===== src/hw/cih_pkg.sv =====
package cih_pkg;

  // register byte addresses
  localparam logic [7:0] ADR_ENABLE   = 8'hA8;
  localparam logic [7:0] ADR_PRIORITY = 8'hB8;
  localparam logic [7:0] ADR_PENDING  = 8'hC0;
  localparam logic [7:0] ADR_STATUS   = 8'hC4;
  localparam logic [7:0] ADR_MASK     = 8'hC8;
  localparam logic [7:0] ADR_SERVICE  = 8'hCC;

  // reset values
  localparam logic [7:0] ENABLE_RST   = 8'h00;
  localparam logic [7:0] PRIORITY_RST = 8'h80;
  localparam logic [2:0] STATUS_RST   = 3'h0;
  localparam logic [2:0] MASK_RST     = 3'h0;

  // enable / priority field positions; bit index equals fixed order
  localparam int GLOBAL_EN_BIT = 7;
  localparam int PRIO_FIXED_BIT = 7;
  localparam int NUM_SRC       = 7;
  localparam int NUM_LOCAL     = 4;
  localparam int SRC_PIN0      = 0;
  localparam int SRC_TIMER0    = 1;
  localparam int SRC_PIN1      = 2;
  localparam int SRC_TIMER1    = 3;
  localparam int SRC_UART      = 4;
  localparam int SRC_TIMER2    = 5;
  localparam int SRC_SPI       = 6;

  // service vectors, indexed by fixed order
  localparam logic [6:0][15:0] VECTORS = {16'h0033, 16'h002B, 16'h0023, 16'h001B,
                                          16'h0013, 16'h000B, 16'h0003};

  // status bit positions
  localparam int STS_CALL  = 0;
  localparam int STS_RETURN_FROM_INTERRUPT  = 1;
  localparam int STS_NEST  = 2;
  localparam int STS_W     = 3;

  // service register field positions
  localparam int SVC_ACT_LO = 0;
  localparam int SVC_ACT_HI = 1;

  // timing counts, in system clock cycles
  localparam logic [2:0] LONG_CALL_CYCLES  = 3'h4;
  localparam int         DETECT_CYCLES = 1;

  typedef enum logic [1:0] {
    ST_IDLE = 2'b01,
    ST_CALL = 2'b10
  } cih_state_e;

endpackage : cih_pkg


===== src/hw/cih_top.sv =====
// Contract
// - Every cycle all pending requests are sampled and priority decoded.
// - The fastest response is one detect cycle plus a four-cycle long call.
// - A request pending at a return from interrupt waits for one more instruction.
// - Worst case without blocking is detect, return, a divide, then the call.
// - A request waits while a routine of equal or higher level is in service.
// - Pin 0 vectors to 0x0003 order 0, pin 1 to 0x0013 order 2, flags cleared on vectoring.
// - Timer 0 overflow vectors to 0x000B order 1 and its flag is cleared on vectoring.
// - Timer 1 overflow vectors to 0x001B order 3 and its flag is cleared on vectoring.
// - Timer 2 low or high overflow requests 0x002B order 5 and software clears them.
// - UART receive or transmit requests 0x0023 order 4 and software clears them.
// - Any of the four SPI flags requests 0x0033 order 6 and software clears them.
// - The global enable bit gates every source on top of its own enable bit.
// - Each priority bit puts its source at high level when 1, low when 0.
// - Priority bit 7 always reads 1 and ignores writes.
// - Low routines may be preempted by high requests; ties go by fixed order.
// - Flags set on their condition regardless of enables and re-request after return.
//
// Our own choice: register access over Wishbone.
`timescale 1ns/1ps
`default_nettype none

module cih_top (
  input  wire logic        clk_i,
  input  wire logic        rst_i,
  input  wire logic        wb_cyc_i,
  input  wire logic        wb_stb_i,
  input  wire logic        wb_we_i,
  input  wire logic [7:0]  wb_adr_i,
  input  wire logic [31:0] wb_dat_i,
  input  wire logic [3:0]  wb_sel_i,
  output logic      [31:0] wb_dat_o,
  output logic             wb_ack_o,
  input  wire logic        ext_pin_irq_zero_i,
  input  wire logic        ext_pin_irq_one_i,
  input  wire logic        timer0_overflow_i,
  input  wire logic        timer1_overflow_i,
  input  wire logic        timer2_low_overflow_flag_i,
  input  wire logic        timer2_high_overflow_flag_i,
  input  wire logic        uart_receive_flag_i,
  input  wire logic        uart_transmit_flag_i,
  input  wire logic        spi_transfer_done_flag_i,
  input  wire logic        spi_write_collision_flag_i,
  input  wire logic        spi_mode_fault_flag_i,
  input  wire logic        spi_receive_overrun_flag_i,
  input  wire logic        instr_done_i,
  input  wire logic        return_from_interrupt_i,
  output logic             long_call_o,
  output logic      [15:0] vector_o,
  output logic             irq_o
);

  // lowest set index wins within one level
  function automatic logic [2:0] first_set(input logic [6:0] v);
    logic [2:0] idx;
    idx = 3'h0;
    for (int i = cih_pkg::NUM_SRC - 1; i >= 0; i--)
    begin
      if (v[i])
      begin
        idx = 3'(i);
      end
    end
    return idx;
  endfunction : first_set

  logic                 bus_req;
  logic                 wr_fire;
  logic                 rd_fire;
  logic                 ack_r;
  logic                 ack_nxt;
  logic [31:0]          rdat_r;
  logic [31:0]          rdat_nxt;
  logic [7:0]           enable_r;
  logic [7:0]           enable_nxt;
  logic [6:0]           prio_r;
  logic [6:0]           prio_nxt;
  logic [2:0]           status_r;
  logic [2:0]           status_nxt;
  logic [2:0]           mask_r;
  logic [2:0]           mask_nxt;
  logic [3:0]           flags_r;
  logic [3:0]           flags_nxt;
  logic [3:0]           flag_events;
  logic [6:0]           pending;
  logic [6:0]           req_vec;
  logic [6:0]           req_hi_r;
  logic [6:0]           req_lo_r;
  logic                 act_hi_r;
  logic                 act_hi_nxt;
  logic                 act_lo_r;
  logic                 act_lo_nxt;
  logic                 hi_ok;
  logic                 lo_ok;
  logic                 win_valid;
  logic                 win_hi;
  logic [2:0]           win_idx;
  logic                 take;
  logic                 return_from_interrupt_done;
  cih_pkg::cih_state_e  state_r;
  cih_pkg::cih_state_e  state_nxt;
  logic [2:0]           cnt_r;
  logic [2:0]           cnt_nxt;
  logic [15:0]          vector_r;
  logic [15:0]          vector_nxt;

  assign bus_req = wb_cyc_i && wb_stb_i;
  // writes and read-clears act on the edge where the master sees ack
  assign wr_fire = bus_req && ack_r && wb_we_i && wb_sel_i[0];
  assign rd_fire = bus_req && ack_r && !wb_we_i;
  assign ack_nxt = bus_req && !ack_r;

  assign flag_events = {timer1_overflow_i, ext_pin_irq_one_i,
                        timer0_overflow_i, ext_pin_irq_zero_i};

  assign pending = {spi_transfer_done_flag_i | spi_write_collision_flag_i |
                    spi_mode_fault_flag_i | spi_receive_overrun_flag_i,
                    timer2_low_overflow_flag_i | timer2_high_overflow_flag_i,
                    uart_receive_flag_i | uart_transmit_flag_i,
                    flags_r};

  assign req_vec = pending & enable_r[6:0] & {7{enable_r[cih_pkg::GLOBAL_EN_BIT]}};

  assign hi_ok     = |req_hi_r && !act_hi_r;
  assign lo_ok     = |req_lo_r && !act_hi_r && !act_lo_r;
  assign win_valid = hi_ok || lo_ok;
  assign win_hi    = hi_ok;
  assign win_idx   = hi_ok ? first_set(req_hi_r) : first_set(req_lo_r);
  assign return_from_interrupt_done = instr_done_i && return_from_interrupt_i;

  // no call at the return's own completion
  assign take = (state_r == cih_pkg::ST_IDLE) && instr_done_i &&
                !return_from_interrupt_i && win_valid;

  always_comb
  begin
    flags_nxt = flags_r;
    if (wr_fire && wb_adr_i == cih_pkg::ADR_PENDING)
    begin
      flags_nxt = wb_dat_i[3:0];
    end
    if (take && !win_idx[2])
    begin
      flags_nxt[win_idx[1:0]] = 1'b0;
    end
    flags_nxt = flags_nxt | flag_events;
  end

  always_comb
  begin
    enable_nxt = enable_r;
    prio_nxt   = prio_r;
    mask_nxt   = mask_r;
    if (wr_fire)
    begin
      case (wb_adr_i)
        cih_pkg::ADR_ENABLE:   enable_nxt = wb_dat_i[7:0];
        cih_pkg::ADR_PRIORITY: prio_nxt   = wb_dat_i[6:0];
        cih_pkg::ADR_MASK:     mask_nxt   = wb_dat_i[2:0];
        default:               mask_nxt   = mask_r;
      endcase
    end
  end

  always_comb
  begin
    status_nxt = status_r;
    if (rd_fire && wb_adr_i == cih_pkg::ADR_STATUS)
    begin
      status_nxt = status_r & ~rdat_r[2:0];
    end
    status_nxt[cih_pkg::STS_CALL] = status_nxt[cih_pkg::STS_CALL] | take;
    status_nxt[cih_pkg::STS_RETURN_FROM_INTERRUPT] = status_nxt[cih_pkg::STS_RETURN_FROM_INTERRUPT] | return_from_interrupt_done;
    status_nxt[cih_pkg::STS_NEST] = status_nxt[cih_pkg::STS_NEST] | (take && act_lo_r);
  end

  always_comb
  begin
    rdat_nxt = 32'h0000_0000;
    if (ack_nxt)
    begin
      case (wb_adr_i)
        cih_pkg::ADR_ENABLE:   rdat_nxt[7:0] = enable_r;
        cih_pkg::ADR_PRIORITY: rdat_nxt[7:0] = {1'b1, prio_r};
        cih_pkg::ADR_PENDING:  rdat_nxt[6:0] = pending;
        cih_pkg::ADR_STATUS:   rdat_nxt[2:0] = status_r;
        cih_pkg::ADR_MASK:     rdat_nxt[2:0] = mask_r;
        cih_pkg::ADR_SERVICE:  rdat_nxt[1:0] = {act_hi_r, act_lo_r};
        default:               rdat_nxt      = 32'h0000_0000;
      endcase
    end
  end

  always_comb
  begin
    state_nxt  = state_r;
    cnt_nxt    = cnt_r;
    vector_nxt = vector_r;
    act_hi_nxt = act_hi_r;
    act_lo_nxt = act_lo_r;
    case (state_r)
      cih_pkg::ST_IDLE:
      begin
        if (take)
        begin
          state_nxt  = cih_pkg::ST_CALL;
          cnt_nxt    = cih_pkg::LONG_CALL_CYCLES - 3'h1;
          vector_nxt = cih_pkg::VECTORS[win_idx];
          act_hi_nxt = act_hi_r | win_hi;
          act_lo_nxt = act_lo_r | !win_hi;
        end
        else if (return_from_interrupt_done)
        begin
          act_hi_nxt = 1'b0;
          act_lo_nxt = act_lo_r && !act_hi_r ? 1'b0 : act_lo_r;
        end
      end
      cih_pkg::ST_CALL:
      begin
        cnt_nxt = cnt_r - 3'h1;
        if (cnt_r == 3'h0)
        begin
          state_nxt = cih_pkg::ST_IDLE;
        end
      end
      default:
      begin
        state_nxt = cih_pkg::ST_IDLE;
      end
    endcase
  end

  always_ff @(posedge clk_i)
  begin
    if (rst_i)
    begin
      ack_r    <= 1'b0;
      rdat_r   <= 32'h0000_0000;
      enable_r <= cih_pkg::ENABLE_RST;
      prio_r   <= cih_pkg::PRIORITY_RST[6:0];
      status_r <= cih_pkg::STATUS_RST;
      mask_r   <= cih_pkg::MASK_RST;
      flags_r  <= 4'h0;
      req_hi_r <= 7'h00;
      req_lo_r <= 7'h00;
      state_r  <= cih_pkg::ST_IDLE;
      cnt_r    <= 3'h0;
      vector_r <= 16'h0000;
      act_hi_r <= 1'b0;
      act_lo_r <= 1'b0;
    end
    else
    begin
      ack_r    <= ack_nxt;
      rdat_r   <= rdat_nxt;
      enable_r <= enable_nxt;
      prio_r   <= prio_nxt;
      status_r <= status_nxt;
      mask_r   <= mask_nxt;
      flags_r  <= flags_nxt;
      req_hi_r <= req_vec & prio_r;
      req_lo_r <= req_vec & ~prio_r;
      state_r  <= state_nxt;
      cnt_r    <= cnt_nxt;
      vector_r <= vector_nxt;
      act_hi_r <= act_hi_nxt;
      act_lo_r <= act_lo_nxt;
    end
  end

  assign wb_ack_o    = ack_r;
  assign wb_dat_o    = rdat_r;
  assign long_call_o = (state_r == cih_pkg::ST_CALL);
  assign vector_o    = vector_r;
  assign irq_o       = |(status_r & mask_r);

  property p_detect;
    @(posedge clk_i) disable iff (rst_i)
    (|req_vec) |=> (|{req_hi_r, req_lo_r});
  endproperty
  a_detect: assert property (p_detect) else $error("request not sampled");

  property p_call_len;
    @(posedge clk_i) disable iff (rst_i)
    take |=> long_call_o [*4] ##1 !long_call_o;
  endproperty
  a_call_len: assert property (p_call_len) else $error("long call length wrong");

  property p_return_from_interrupt_gap;
    @(posedge clk_i) disable iff (rst_i)
    return_from_interrupt_done |-> !take ##1 !long_call_o;
  endproperty
  a_return_from_interrupt_gap: assert property (p_return_from_interrupt_gap) else $error("call at return");

  property p_global;
    @(posedge clk_i) disable iff (rst_i)
    !enable_r[cih_pkg::GLOBAL_EN_BIT] |=> !take;
  endproperty
  a_global: assert property (p_global) else $error("call with global off");

  property p_prio_bit;
    @(posedge clk_i) disable iff (rst_i)
    (ack_r && !wb_we_i && wb_adr_i == cih_pkg::ADR_PRIORITY) |-> wb_dat_o[7];
  endproperty
  a_prio_bit: assert property (p_prio_bit) else $error("priority bit 7 not one");

  property p_no_preempt;
    @(posedge clk_i) disable iff (rst_i)
    (act_hi_r || (act_lo_r && !(|req_hi_r))) |-> !take;
  endproperty
  a_no_preempt: assert property (p_no_preempt) else $error("illegal preemption");

  property p_hw_clear;
    @(posedge clk_i) disable iff (rst_i)
    (take && !win_idx[2] && !flag_events[win_idx[1:0]]) |=> !flags_r[$past(win_idx[1:0])];
  endproperty
  a_hw_clear: assert property (p_hw_clear) else $error("flag not cleared");

  property p_vector;
    @(posedge clk_i) disable iff (rst_i)
    take |=> vector_o == cih_pkg::VECTORS[$past(win_idx)];
  endproperty
  a_vector: assert property (p_vector) else $error("wrong vector");

  property p_flag_set;
    @(posedge clk_i) disable iff (rst_i)
    ext_pin_irq_zero_i |=> flags_r[cih_pkg::SRC_PIN0];
  endproperty
  a_flag_set: assert property (p_flag_set) else $error("flag not set");

endmodule : cih_top

`default_nettype wire

===== config.mk =====
export PLATFORM = sky130hd
export DESIGN_NAME = cih_top
export DESIGN_NICKNAME = d
export VERILOG_FILES = /design/src/hw/cih_pkg.sv /design/src/hw/cih_top.sv
export SDC_FILE = /design/constraint.sdc
export NUM_CORES = 1
export LEC_CHECK = 0
export BUFFER_PORTS_ARGS = -buffer_cell sky130_fd_sc_hd__buf_2
export CORE_MARGIN = 3
export CORE_UTILIZATION = 50
export DETAILED_ROUTE_END_ITERATION = 16
export PLACE_DENSITY = 0.91
export SETUP_SLACK_MARGIN = 0.4
export SYNTH_ARGS = -nofsm -noshare
export SYNTH_HDL_FRONTEND = slang
export SYNTH_SLANG_ARGS = --single-unit

===== constraint.sdc =====
create_clock -name clk_i -period 5.4 [get_ports clk_i]
set_clock_uncertainty 0.15 [all_clocks]
set_input_delay 0.27 -clock clk_i [delete_from_list [all_inputs] [get_ports clk_i]]
set_output_delay 0.27 -clock clk_i [all_outputs]
set_load 0.1 [all_outputs]

==> out/qor.yml <==
finish:
  postLayoutCoreUtil_pct: 61.44
  area_growth_pct: 14.01
  nets: 441
  fillers: 454
  drive_gt1_share_pct: 21.00
  antenna_cells_inserted: 0
critical_path:
  crit_path_max_fanout: 4
  critPathArrivalTime_ns: 2.53
  rrSetupSlack_ns: 2.96
  required_ns: 5.49
  crit_chain: "or4_1 > o21ai_0 > mux2i_1 > nor2_1 > a311oi_1"
  cp_num_buf_inv: 0
  r2r_start: "req_hi_r[1]"
  path_class: "reg2reg"
  cp_slowest_stage_delay_ns: 0.58
  end_kind: "flip-flop"
  critPathLaunchType: "flip-flop"
  r2r_cells: 5
  rr_endpoint: "flags_r[0]"
  crit_family: "simple AND/OR/NAND/NOR gates"
  slowest_stage: "or4_1"
outcome:
  status: "finished, final reports clean"
drt:
  firstDrtPassIters: 4
  vias: 2364
  viasPerCell: 5.242
  postRouteAntennaNets: 0
  routedWlPerCell_um: 14.05
  drcViolationCount: 0
  wl_um: 6335
  drtIter0Drc: 149
yosys:
  yosys.area.top_type_share_pct: 41.08
  syn_inst: 326
  async_reset_ff_share_pct: 0
  synth-edff-count: 0
  ys_seq_area_share_pct: 41.08
  yosys-top-cells-area: "dfxtp_1, buf_4, mux2i_1"
  syn-cell-area_sq_um: 2875
  ys_types: 46
  synthTopCellsByCount: "dfxtp_1, nor2_1, buf_4"
  ys_warn_count: 0
  yosys.area.top_type: "dfxtp_1"
  synthFlopType: "dfxtp_1"
  ys_ff_latch: 59
  avgSynthCellArea_sq_um: 8.820
placement:
  port-buffer-count: 51
  gp_congestion: 0.8750
  place_hpwl_um: 4706
flow_run:
  max_cap_viol_count: 0
timing:
  setup_viol: 0
  hold_viol_final: 0
  finalCritPeriodShare_pct: 45.23
  tightestPinTransition_ns: 0.6874
  fin_crit_ns: 2.443
  slew_violations: 0
  whs_ns: 0.02816
  fmax_ghz: 0.4094
  max_slew_margin_pct: 54.17
  setup_tns_ns: 0
  rsz0062_at_grt: "no"
floorplanning:
  start_util_pct: 53.89
  rows: 26
  core_region_area_sq_um: 5335
  io-pin-count: 114
  die_x_um: 81.83
  die_area_sq_um: 6696
  die_h_um: 81.83
clock_tree:
  clock_sinks: 59
  ctsResizeCount: 0
  htreeDepth: 3
  path_clk_slew_ns: 0.07
  numCtsBuffers: 9
  post-cts-setup-buffers: 0
  cts_max_path_buffers: 2
  cts_root_buf: "clkbuf_8"
  cts_tree: "yes"
  cts_hold_buf: 0
  clkLatencyLatePin_ns: 0.34
grt:
  track_usage_pct: 20.58
  antenna_found_initial: 0
  grt_pass1_wl_um: 10360
  grt_overflow: 0
  grt_max_degree: 38
  grt_pass1_vias: 2247
hold_path:
  min_path_type: "in2reg"
  whs_path_depth: 3
  min_to: "enable_r[7]"
  min_from: "wb_dat_i[7]"
pwr:
  p_leak_nw: 1.471
  finalPower_mw: 1.073
  ir_drop_mv: 0.2030
  powerDensity_nw_per_um2: 327.5
## area by class of cell
cell class	count	area (sq um)	share of cell area [%]
well taps	70	87.58	2.672
flip-flops and latches	59	1181	36.03
inverters	21	78.83	2.405
clock buffers	11	141.4	4.313
repair buffers	52	262.8	8.015
multi-input cells	233	1426	43.51
clock inverters	5	100.1	3.053
## layout by cell type (no fill, tap or decap), types with 2 or more instances in the layout
| cell type | synthesis | layout |
|---|---|---|
| mux2_1 | 3 | 3 |
| a211oi_1 | 4 | 4 |
| mux2i_1 | 23 | 23 |
| ha_1 | 2 | 2 |
| nor3_1 | 6 | 6 |
| and3b_1 | 2 | 2 |
| a221oi_1 | 3 | 3 |
| nor3b_1 | 3 | 3 |
| mux4_2 | 2 | 2 |
| clkinv_2 | 0 | 2 |
| a311oi_1 | 4 | 4 |
| o21bai_1 | 2 | 2 |
| o21ai_0 | 12 | 12 |
| nand3_1 | 10 | 10 |
| clkbuf_8 | 0 | 10 |
| buf_2 | 1 | 51 |
| nor4_1 | 3 | 3 |
| a22oi_1 | 4 | 4 |
| o211ai_1 | 2 | 2 |
| dfxtp_1 | 59 | 59 |
| a21oi_1 | 9 | 9 |
| nor2_1 | 59 | 59 |
| or3_1 | 3 | 3 |
| bufinv_16 | 0 | 3 |
| or4_1 | 2 | 2 |
| conb_1 | 1 | 35 |
| inv_1 | 21 | 21 |
| nor2b_1 | 3 | 3 |
| nand2b_1 | 3 | 3 |
| o31ai_1 | 2 | 2 |
| mux2_2 | 5 | 5 |
| nand2_1 | 12 | 12 |
## sequential cells by signal, indices dropped and copies added, names as in the netlist
| register | flops |
|---|---|
| state_r | 2 |
| req_hi_r | 7 |
| act_hi_r | 1 |
| cnt_r | 3 |
| flags_r | 4 |
| wb_dat_o | 8 |
| act_lo_r | 1 |
| prio_r | 7 |
| status_r | 3 |
| mask_r | 3 |
| wb_ack_o | 1 |
| enable_r | 8 |
| req_lo_r | 7 |
| vector_o | 4 |
## metrics by stage
step           instance area, sq um  worst slack, ns  instances
2_1_floorplan                  3003            2.954        360
5_1_grt                        3278            2.799        451
3_5_place_dp                   3037            2.948        435
3_3_place_gp                   3037            3.007        435
6_report                       3278            2.957        451
4_1_cts                        3278            2.985        451
## kinds of logic (layout without fill, tap and decap cells)
kind of cell,Yosys count,after routing,synth area share (%)
fa+ha+maj,2,2,0.8702
compound gates,47,47,10.97
simple gates,115,115,20.19
other cells,1,35,0.1304
flops,59,59,41.08
buf+inv,68,89,13.75
mux,33,33,12.71
xor+xnor,1,1,0.3047
## worst max path at each step
stage | start | slack [ns] | end | cells past startpoint
6_report | req_hi_r[1] | 2.96 | flags_r[0] | 5
3_5_place_dp | wb_adr_i[1] | 2.95 | enable_r[0] | 7
4_1_cts | req_hi_r[1] | 2.98 | flags_r[0] | 5
5_1_grt | req_hi_r[1] | 2.80 | flags_r[0] | 5
3_3_place_gp | wb_adr_i[1] | 3.01 | enable_r[6] | 7
2_1_floorplan | wb_ack_o | 2.95 | flags_r[3] | 5
## routing by layer
| layer | global-route usage [%] | up-vias | part of all wire, % |
|---|---|---|---|
| met5 | 0 | - | 0 |
| met3 | 6.250 | 16 | 8.0 |
| met4 | 10.30 | 0 | 2.4 |
| met1 | 24.90 | 1086 | 41 |
| li1 | - | 1153 | - |
| met2 | 33.04 | 109 | 49 |
## worst register-to-register path, cell delays in order (launching register included)
cell,delay (ns)
dfxtp_1,0.34
or4_1,0.58
o21ai_0,0.39
mux2i_1,0.49
nor2_1,0.12
a311oi_1,0.29
## power by group
group / total (mW) / switching [mW] / internal, mW
clock network: 0.483 / 0.166 / 0.318
registers: 0.441 / 0.00274 / 0.438
logic: 0.149 / 0.131 / 0.0185
Power figures use the tool's default switching activity.
